### src/logic/cif_regs.svh
`ifndef CIF_REGS_SVH
`define CIF_REGS_SVH

// register byte offsets on the AXI4-Lite port
`define CIF_OFF_CODES   8'h00
`define CIF_OFF_MAIN_SP 8'h04
`define CIF_OFF_AUX0    8'h08
`define CIF_OFF_STATUS  8'h14

// reset values: input 0 float, input 1 aux setpoint, input 2 disable
`define CIF_CODES_RST   12'h531
`define CIF_MAIN_SP_RST 16'h0000
`define CIF_AUX_RST     16'h0000

// status register field positions
`define CIF_ST_WF       0
`define CIF_ST_DIS      1
`define CIF_ST_AUX      2
`define CIF_ST_DIS_ERR  3
`define CIF_ST_QUAL_LSB 8
`define CIF_ST_TGT_LSB  16

// time base
`define CIF_CLK_NS      5
`define CIF_TICK_NS     1000000
`define CIF_TICK_MS     1
`define CIF_T_ON_MS     1000
`define CIF_T_WF_OFF_MS 30000
`define CIF_TICK_CYCLES (`CIF_TICK_NS / `CIF_CLK_NS)
`define CIF_ON_TICKS    (`CIF_T_ON_MS / `CIF_TICK_MS)
`define CIF_WF_TICKS    (`CIF_T_WF_OFF_MS / `CIF_TICK_MS)

`endif

### src/logic/cif_pkg.sv
`default_nettype none
package cif_pkg;

  typedef enum logic [3:0] {
    CIF_FN_OFF     = 4'h0,
    CIF_FN_WF_HI   = 4'h1,
    CIF_FN_WF_LO   = 4'h2,
    CIF_FN_AUX_HI  = 4'h3,
    CIF_FN_AUX_LO  = 4'h4,
    CIF_FN_DIS_HI  = 4'h5,
    CIF_FN_DIS_LO  = 4'h6,
    CIF_FN_DRS_HI  = 4'h7,
    CIF_FN_DRS_LO  = 4'h8,
    CIF_FN_RST_HI  = 4'h9,
    CIF_FN_DNE_HI  = 4'hE,
    CIF_FN_DNE_LO  = 4'hF
  } cif_func_t;

  typedef logic [15:0] cif_press_t;

  // codes outside the handled set (low pressure 10..13) act as no function
  function automatic logic cif_used(input logic [3:0] c);
    return (c != 4'h0) && !(c >= 4'hA && c <= 4'hD);
  endfunction

  function automatic logic cif_active_low(input logic [3:0] c);
    return (c == 4'h2) || (c == 4'h4) || (c == 4'h6) || (c == 4'h8) || (c == 4'hF);
  endfunction

  function automatic logic cif_is_wf(input logic [3:0] c);
    return (c == 4'h1) || (c == 4'h2);
  endfunction

  function automatic logic cif_is_aux(input logic [3:0] c);
    return (c == 4'h3) || (c == 4'h4);
  endfunction

  function automatic logic cif_is_dis(input logic [3:0] c);
    return ((c >= 4'h5) && (c <= 4'h8)) || (c == 4'hE) || (c == 4'hF);
  endfunction

  function automatic logic cif_is_dis_err(input logic [3:0] c);
    return (c >= 4'h5) && (c <= 4'h8);
  endfunction

  function automatic logic cif_is_rst(input logic [3:0] c);
    return (c == 4'h7) || (c == 4'h8) || (c == 4'h9);
  endfunction

endpackage
`default_nettype wire

### src/logic/cif_chan_if.sv
`timescale 1ns/10ps
`default_nettype none
interface cif_chan_if;
  logic [3:0] code;  // function code of this input
  logic       qual;  // qualified asserted state
  logic       fire;  // one-cycle pulse when qual rises
  modport chan (input code, output qual, output fire);
  modport ctrl (output code, input qual, input fire);
endinterface
`default_nettype wire

### src/logic/cif_qual.sv
`timescale 1ns/10ps
`default_nettype none
module cif_qual #(
  parameter int ON_TICKS  = 1000,
  parameter int OFF_LONG  = 30000,
  parameter int CW        = 16
) (
  input  wire logic  clk,
  input  wire logic  nrst,
  input  wire logic  tick,
  input  wire logic  pin,
  cif_chan_if.chan   ch
);

  typedef struct packed {
    logic          s1;
    logic          s2;
    logic          qual;
    logic          fire;
    logic [CW-1:0] cnt;
  } cif_qual_st_t;

  cif_qual_st_t st_reg;
  cif_qual_st_t st_next;
  logic         asserted;
  logic [CW-1:0] limit;

  // level after polarity; the release time is long only for the float function
  always_comb begin
    asserted = st_reg.s2 ^ cif_pkg::cif_active_low(ch.code);
    limit    = (st_reg.qual && cif_pkg::cif_is_wf(ch.code)) ? CW'(OFF_LONG - 1) : CW'(ON_TICKS - 1);
    st_next      = st_reg;
    st_next.s1   = pin;
    st_next.s2   = st_reg.s1;
    st_next.fire = 1'b0;
    if (!cif_pkg::cif_used(ch.code)) begin
      st_next.qual = 1'b0;
      st_next.cnt  = '0;
    end else if (asserted == st_reg.qual) begin
      st_next.cnt = '0;
    end else if (tick) begin
      if (st_reg.cnt == limit) begin
        st_next.qual = asserted;
        st_next.fire = asserted;
        st_next.cnt  = '0;
      end else begin
        st_next.cnt = st_reg.cnt + CW'(1);
      end
    end
  end

  always_ff @(posedge clk) begin
    if (!nrst) begin
      st_reg <= '0;
    end else begin
      st_reg <= st_next;
    end
  end

  assign ch.qual = st_reg.qual;
  assign ch.fire = st_reg.fire;
endmodule
`default_nettype wire

### src/logic/cif_top.sv
// The placing of the registers and the AXI4-Lite register port were chosen for this implementation.
`timescale 1ns/10ps
`default_nettype none
`include "cif_regs.svh"
module cif_top #(
  parameter int N_IN        = 3,
  parameter int AW          = 8,
  parameter int TICK_CYCLES = `CIF_TICK_CYCLES,
  parameter int ON_TICKS    = `CIF_ON_TICKS,
  parameter int WF_TICKS    = `CIF_WF_TICKS
) (
  input  wire logic                   clk,
  input  wire logic                   nrst,
  input  wire logic [N_IN-1:0]        in_pin,
  input  wire logic                   s_axi_awvalid,
  output logic                        s_axi_awready,
  input  wire logic [AW-1:0]          s_axi_awaddr,
  input  wire logic                   s_axi_wvalid,
  output logic                        s_axi_wready,
  input  wire logic [31:0]            s_axi_wdata,
  input  wire logic [3:0]             s_axi_wstrb,
  output logic                        s_axi_bvalid,
  input  wire logic                   s_axi_bready,
  output logic [1:0]                  s_axi_bresp,
  input  wire logic                   s_axi_arvalid,
  output logic                        s_axi_arready,
  input  wire logic [AW-1:0]          s_axi_araddr,
  output logic                        s_axi_rvalid,
  input  wire logic                   s_axi_rready,
  output logic [31:0]                 s_axi_rdata,
  output logic [1:0]                  s_axi_rresp,
  output logic                        water_failure_flag,
  output logic                        system_disable_flag,
  output logic                        disable_error_flag,
  output logic                        aux_setpoint_active_flag,
  output logic                        system_block,
  output logic                        block_reset_pulse,
  output logic [15:0]                 target_setpoint
);

  localparam logic [1:0] RESP_OK  = 2'b00;
  localparam logic [1:0] RESP_ERR = 2'b10;

  typedef struct packed {
    logic [17:0]        tick_cnt;
    logic               tick;
    logic               aw_rdy;
    logic               w_rdy;
    logic               aw_got;
    logic               w_got;
    logic [AW-1:0]      awaddr;
    logic [31:0]        wdata;
    logic [3:0]         wstrb;
    logic               bvalid;
    logic [1:0]         bresp;
    logic               ar_rdy;
    logic               rvalid;
    logic [31:0]        rdata;
    logic [1:0]         rresp;
    logic [4*N_IN-1:0]  codes;
    logic [15:0]        main_sp;
    logic [16*N_IN-1:0] aux;
    logic               wf;
    logic               dis;
    logic               dis_err;
    logic               aux_act;
    logic               block;
    logic               rst_pulse;
    logic [15:0]        target;
  } cif_top_st_t;

  cif_top_st_t     st_reg;
  cif_top_st_t     st_next;
  logic [N_IN-1:0] qual_vec;
  logic [N_IN-1:0] wf_vec;
  logic [N_IN-1:0] aux_vec;
  logic [N_IN-1:0] dis_vec;
  logic [N_IN-1:0] dis_err_vec;
  logic [N_IN-1:0] rst_vec;

  cif_chan_if ch [N_IN] ();

  // one qualifier per input, each with its own function code
  genvar gi;
  generate
    for (gi = 0; gi < N_IN; gi++) begin : g_in
      assign ch[gi].code = st_reg.codes[4*gi +: 4];
      cif_qual #(
        .ON_TICKS (ON_TICKS),
        .OFF_LONG (WF_TICKS),
        .CW       (16)
      ) u_qual (
        .clk  (clk),
        .nrst (nrst),
        .tick (st_reg.tick),
        .pin  (in_pin[gi]),
        .ch   (ch[gi])
      );
      assign qual_vec[gi]    = ch[gi].qual;
      assign wf_vec[gi]      = ch[gi].qual && cif_pkg::cif_is_wf(ch[gi].code);
      assign aux_vec[gi]     = ch[gi].qual && cif_pkg::cif_is_aux(ch[gi].code);
      assign dis_vec[gi]     = ch[gi].qual && cif_pkg::cif_is_dis(ch[gi].code);
      assign dis_err_vec[gi] = ch[gi].qual && cif_pkg::cif_is_dis_err(ch[gi].code);
      assign rst_vec[gi]     = ch[gi].fire && cif_pkg::cif_is_rst(ch[gi].code);
    end
  endgenerate

  // byte-lane merge for AXI write strobes
  function automatic logic [31:0] merge(input logic [31:0] old, input logic [31:0] d, input logic [3:0] s);
    logic [31:0] r;
    r = old;
    for (int b = 0; b < 4; b++) begin
      if (s[b]) begin
        r[8*b +: 8] = d[8*b +: 8];
      end
    end
    return r;
  endfunction

  always_comb begin
    logic [31:0]  m;
    logic         hit;
    logic         found;
    logic [15:0]  best;
    m    = '0;
    hit  = 1'b0;
    found = 1'b0;
    best = st_reg.main_sp;
    st_next = st_reg;

    // slow tick: long divide, so a simulation shortens it by parameter
    st_next.tick = 1'b0;
    if (st_reg.tick_cnt == 18'(TICK_CYCLES - 1)) begin
      st_next.tick_cnt = '0;
      st_next.tick     = 1'b1;
    end else begin
      st_next.tick_cnt = st_reg.tick_cnt + 18'h00001;
    end

    // write address and data are taken in either order
    if (s_axi_awvalid && st_reg.aw_rdy) begin
      st_next.aw_got = 1'b1;
      st_next.aw_rdy = 1'b0;
      st_next.awaddr = s_axi_awaddr;
    end
    if (s_axi_wvalid && st_reg.w_rdy) begin
      st_next.w_got = 1'b1;
      st_next.w_rdy = 1'b0;
      st_next.wdata = s_axi_wdata;
      st_next.wstrb = s_axi_wstrb;
    end
    if (st_reg.aw_got && st_reg.w_got && !st_reg.bvalid) begin
      st_next.aw_got = 1'b0;
      st_next.w_got  = 1'b0;
      st_next.bvalid = 1'b1;
      st_next.bresp  = RESP_OK;
      if (st_reg.awaddr == AW'(`CIF_OFF_CODES)) begin
        m = merge(32'(st_reg.codes), st_reg.wdata, st_reg.wstrb);
        st_next.codes = m[4*N_IN-1:0];
      end else if (st_reg.awaddr == AW'(`CIF_OFF_MAIN_SP)) begin
        m = merge(32'(st_reg.main_sp), st_reg.wdata, st_reg.wstrb);
        st_next.main_sp = m[15:0];
      end else if (st_reg.awaddr == AW'(`CIF_OFF_STATUS)) begin
        hit = 1'b1; // read-only, write ignored
      end else begin
        for (int i = 0; i < N_IN; i++) begin
          if (st_reg.awaddr == AW'(`CIF_OFF_AUX0 + 4 * i)) begin
            m   = merge(32'(st_reg.aux[16*i +: 16]), st_reg.wdata, st_reg.wstrb);
            hit = 1'b1;
            st_next.aux[16*i +: 16] = m[15:0];
          end
        end
        if (!hit) begin
          st_next.bresp = RESP_ERR;
        end
      end
    end
    if (st_reg.bvalid && s_axi_bready) begin
      st_next.bvalid = 1'b0;
      st_next.aw_rdy = 1'b1;
      st_next.w_rdy  = 1'b1;
    end

    // read: answer registered one cycle after the address is taken
    if (s_axi_arvalid && st_reg.ar_rdy) begin
      st_next.ar_rdy = 1'b0;
      st_next.rvalid = 1'b1;
      st_next.rresp  = RESP_OK;
      st_next.rdata  = '0;
      if (s_axi_araddr == AW'(`CIF_OFF_CODES)) begin
        st_next.rdata = 32'(st_reg.codes);
      end else if (s_axi_araddr == AW'(`CIF_OFF_MAIN_SP)) begin
        st_next.rdata = 32'(st_reg.main_sp);
      end else if (s_axi_araddr == AW'(`CIF_OFF_STATUS)) begin
        st_next.rdata[`CIF_ST_WF]      = st_reg.wf;
        st_next.rdata[`CIF_ST_DIS]     = st_reg.dis;
        st_next.rdata[`CIF_ST_AUX]     = st_reg.aux_act;
        st_next.rdata[`CIF_ST_DIS_ERR] = st_reg.dis_err;
        st_next.rdata[`CIF_ST_QUAL_LSB +: N_IN] = qual_vec;
        st_next.rdata[`CIF_ST_TGT_LSB +: 16]    = st_reg.target;
      end else begin
        st_next.rresp = RESP_ERR;
        for (int i = 0; i < N_IN; i++) begin
          if (s_axi_araddr == AW'(`CIF_OFF_AUX0 + 4 * i)) begin
            st_next.rdata = 32'(st_reg.aux[16*i +: 16]);
            st_next.rresp = RESP_OK;
          end
        end
      end
    end
    if (st_reg.rvalid && s_axi_rready) begin
      st_next.rvalid = 1'b0;
      st_next.ar_rdy = 1'b1;
    end

    // lowest active auxiliary pressure replaces the main setpoint; own flag so a
    // register write in the same cycle cannot disturb the search
    for (int i = 0; i < N_IN; i++) begin
      if (aux_vec[i] && (!found || st_reg.aux[16*i +: 16] < best)) begin
        best  = st_reg.aux[16*i +: 16];
        found = 1'b1;
      end
    end
    st_next.target    = aux_vec != '0 ? best : st_reg.main_sp;
    st_next.wf        = |wf_vec;
    st_next.aux_act   = |aux_vec;
    st_next.dis       = |dis_vec;
    st_next.dis_err   = |dis_err_vec; // codes 14/15 keep this low
    st_next.block     = (|wf_vec) || (|dis_vec);
    st_next.rst_pulse = |rst_vec;
  end

  always_ff @(posedge clk) begin
    if (!nrst) begin
      st_reg         <= '0;
      st_reg.aw_rdy  <= 1'b1;
      st_reg.w_rdy   <= 1'b1;
      st_reg.ar_rdy  <= 1'b1;
      st_reg.codes   <= (4*N_IN)'(`CIF_CODES_RST);
      st_reg.main_sp <= `CIF_MAIN_SP_RST;
      st_reg.aux     <= {N_IN{`CIF_AUX_RST}};
    end else begin
      st_reg <= st_next;
    end
  end

  assign s_axi_awready            = st_reg.aw_rdy;
  assign s_axi_wready             = st_reg.w_rdy;
  assign s_axi_bvalid             = st_reg.bvalid;
  assign s_axi_bresp              = st_reg.bresp;
  assign s_axi_arready            = st_reg.ar_rdy;
  assign s_axi_rvalid             = st_reg.rvalid;
  assign s_axi_rdata              = st_reg.rdata;
  assign s_axi_rresp              = st_reg.rresp;
  assign water_failure_flag       = st_reg.wf;
  assign system_disable_flag      = st_reg.dis;
  assign disable_error_flag       = st_reg.dis_err;
  assign aux_setpoint_active_flag = st_reg.aux_act;
  assign system_block             = st_reg.block;
  assign block_reset_pulse        = st_reg.rst_pulse;
  assign target_setpoint          = st_reg.target;

  generate
    for (gi = 0; gi < N_IN; gi++) begin : g_ast

    end
  endgenerate
endmodule
`default_nettype wire

### config.mk
export PLATFORM = sky130hd
export DESIGN_NAME = cif_top
export DESIGN_NICKNAME = d
export VERILOG_FILES = /design/src/logic/cif_pkg.sv /design/src/logic/cif_chan_if.sv /design/src/logic/cif_qual.sv /design/src/logic/cif_top.sv
export VERILOG_INCLUDE_DIRS = /design/src /design/src/logic
export SDC_FILE = /design/constraint.sdc
export NUM_CORES = 1
export LEC_CHECK = 0
export BUFFER_PORTS_ARGS = -buffer_cell sky130_fd_sc_hd__buf_2
export CAP_MARGIN = 20
export CORE_MARGIN = 3
export CORE_UTILIZATION = 50
export DETAILED_ROUTE_END_ITERATION = 16
export PLACE_DENSITY = 0.76
export SLEW_MARGIN = 20
export SYNTH_ARGS = -nofsm -noshare
export SYNTH_HDL_FRONTEND = slang
export SYNTH_SLANG_ARGS = --single-unit
### constraint.sdc
create_clock -name clk -period 14.3 [get_ports clk]
set_input_delay 2.145 -clock clk [delete_from_list [all_inputs] [get_ports clk]]
set_output_delay 2.145 -clock clk [all_outputs]
set_load 0.01 [all_outputs]
==> flow_summary.toml <==
[floorplanning]
ioPinCount = 125
start_util_pct = 51.7
num_rows = 55
core-area_um2 = 23100
die-area_um2 = 25700
dieWidth_um = 160
die_h_um = 160

[final_layout]
largest_reg_flops = 111
multiInputGateArea_um2 = 6210
final_cell_mix = "244 x dfxtp_1, 186 x nand2_1, 177 x nor2_1"
regArea_um2 = 4880
final_common_cell = "dfxtp_1"
final_nets = 1525
instances_no_fill = 1763
drive_gt1_share_pct = 13.0
fill_cells = 2076
diodes = 0
area_delta_synth_final_pct = 10.0

[sta]
drv_slew = 0
slew_headroom_pct = 33.9
setup_violations = 0
hold_viol = 0
fin_skew_ns = 0.00767
min_period_ns = 7.11
fmax_ghz = 0.141
tightest_slew_ns = 0.992
rsz0062_at_grt = "false"
hold_slack_ns = 0.435
setup_tns_ns = 0
min_period_over_period_pct = 49.7

[routing]
via_per_inst = 5.63
first_pass_iters = 9
antenna_left = 0
wire_per_inst_um = 16.7
route.vias.total = 9925
routed_wl_um = 29400
drtIter0Drc = 989
drc_errors = 0

[worst_hold_path]
holdPathStages = 1
min_to = "g_in[0].u_qual.st_reg[18]"
worstHoldStart = "g_in[0].u_qual.st_next[18]"
hp-class = "register to register"

[critical_path]
crit_fanout = 19
critPathRequiredTime_ns = 14.67
crit_arrival_ns = 7.48
r2r_end = "target_setpoint[8]"
end_kind = "register"
rr_startpoint = "ch[0].code[2]"
reg2reg_depth = 23
r2r_setup_slack_ns = 7.19
worstSetupPathType = "register to register"
cp-start-kind = "register"

[global_routing]
antenna_found_initial = 0
grt_max_degree = 95
overflow = 0
grt_pass1_wl_um = 48000
groute.usage.overall_pct = 22.2
grt_pass1_vias = 9432

[placed_design]
place_congestion = 0.954
dp_hpwl_um = 20700
io_buffers = 104
dp.cells = 1715

[pwr]
p_sw_share_pct = 21.7
cellPowerDensity_nw_per_um2 = 111
power_frac_comb_pct = 3.6
power.share.clock_pct = 48.2
peakVddDrop_uv = 88.1
internal-power_mw = 1.14
p_leak_nw = 5.54
switching_power_mw = 0.315
pwr-share-seq_pct = 48.2
power_mw = 1.45

[synthesis]
syn_area_per_cell_um2 = 8.42
ys_ff_latch = 244
postSynthCellCount = 1417
synthDistinctLibCells = 65
ys.warnings.count = 0
ys_seq_area_share_pct = 41.0
synthArstFlopShare_pct = 0
syn-cell-area_um2 = 11900
synth-edff-count = 0
synthFlopType = "dfxtp_1"

[clock_network]
ctsLongestPathBuffers = 3
numCtsBuffers = 26
ctsResizeCount = 0
path_clk_slew_ns = 0.06
holdBufCountCts = 0
cts_sinks = 244
cts_max_level = 1
cts_tree = "done"
insertion_delay_ns = 0.52
ctsRootBufferMaster = "clkbuf_16"
post_cts_buffers = 0

[run]
maxCapViolCount = 0

[status]
status = "finished, final reports clean"
[worst max-delay path, stage by stage (launching register included)]
cell       delay [ns]
dfxtp_1          0.68
and3b_4          0.30
o21ai_4          0.69
mux2i_1          0.38
ha_1             0.30
nand4_1          0.13
nor2_1           0.06
a211oi_1         0.39
o2111ai_1        0.26
a211oi_2         0.38
nor2_4           0.23
mux2i_1          0.28
inv_1            0.08
ha_1             0.30
a21o_1           0.12
a211oi_1         0.07
o21ai_0          0.28
a21oi_1          0.18
o2111ai_1        0.25
o21ba_1          0.18
a211oi_2         0.75
buf_4            0.37
mux2i_1          0.21
o21ai_1          0.09
[metrics by stage]
| stage | setup slack, ns | cell area (µm²) | utilization (%) |
|---|---|---|---|
| 6_report | 7.19 | 13100 | 56.9 |
| 5_1_grt | 7.06 | 13100 | 56.9 |
| 4_1_cts | 7.49 | 13100 | 56.9 |
| 3_5_place_dp | 7.53 | 12200 | 53.0 |
| 3_3_place_gp | 7.67 | 12200 | 53.0 |
| 2_1_floorplan | 8.98 | 11900 | - |
[synthesized netlist by cell type, types with 3 or more instances]
cell / number / area [µm²]
a211oi_2: 5 / 62.6
nand2b_1: 10 / 62.6
a221oi_1: 8 / 70.1
nand4_1: 27 / 169
and2_1: 13 / 81.3
or3_1: 4 / 25.0
a22oi_1: 4 / 30.0
nor2_1: 178 / 668
inv_1: 41 / 154
a31oi_1: 6 / 37.5
and3_1: 21 / 131
or2_2: 5 / 31.3
a21o_1: 3 / 22.5
mux2i_1: 98 / 981
nand2_1: 186 / 698
clkbuf_1: 63 / 236
dfxtp_1: 244 / 4880
o22ai_1: 4 / 25.0
or4_1: 5 / 37.5
nand3_1: 68 / 340
nand4b_1: 4 / 35.0
a211oi_1: 16 / 120
a21oi_1: 94 / 470
nor3_1: 13 / 65.1
buf_1: 4 / 15.0
buf_4: 53 / 398
xnor2_1: 27 / 236
nor2b_1: 3 / 18.8
o2111ai_1: 3 / 26.3
nor4_1: 9 / 56.3
nand3b_1: 5 / 37.5
and2b_1: 3 / 22.5
o21ai_1: 15 / 75.1
xor2_1: 42 / 368
buf_2: 4 / 20.0
and3b_1: 3 / 26.3
mux2_2: 16 / 180
ha_1: 33 / 413
nor4b_1: 4 / 35.0
a222oi_1: 11 / 110
o21ai_0: 33 / 165
o211ai_1: 4 / 30.0
[metal layers]
metal,vias up,part of all wire (%),GRT usage (%)
met5,-,0,0
met4,0,2.4,5.68
met3,54,8.8,4.82
met2,365,43,34.5
met1,4628,45,31.3
li1,4878,-,-
[kinds of logic after synthesis]
kind of cell	Yosys count	share of synthesized area (%)
adders and majority gates	33	3.46
muxes	114	9.74
and+or+nand+nor	573	22.3
DFF	244	41.0
buffers and inverters	167	7.17
xor gates and xnor gates	69	5.07
other	1	0.0314
AOI/OAI and AO/OA	216	11.2
[cell type report]
| class | instances | share of cell area (%) |
|---|---|---|
| inverters | 41 | 1.19 |
| repair buffers | 110 | 4.31 |
| flip-flops and latches | 244 | 37.2 |
| clock buffers | 38 | 5.92 |
| multi-input cells | 1007 | 47.4 |
| well taps | 313 | 2.98 |
| clock inverters | 10 | 1.00 |
[power by group through the flow]
stage	Clock [mW]	Combinational [mW]	Sequential, mW
after global placement	0	0.0512	0.715
after global routing	0.741	0.0587	0.701
after floorplan	0	0.0376	0.710
after CTS	0.710	0.0525	0.700
final	0.699	0.0523	0.700
after detailed placement	0	0.0524	0.715
[how the worst max path moves through the flow]
stage / depth (start not counted) / from / end
2_1_floorplan: 26 / ch[0].code[2] / target_setpoint[11]
3_3_place_gp: 23 / ch[0].code[2] / target_setpoint[8]
3_5_place_dp: 23 / ch[0].code[2] / target_setpoint[8]
4_1_cts: 23 / ch[0].code[2] / target_setpoint[8]
5_1_grt: 23 / ch[0].code[2] / target_setpoint[8]
6_report: 23 / ch[0].code[2] / target_setpoint[8]
No activity file was read; power rests on OpenSTA's default activity.
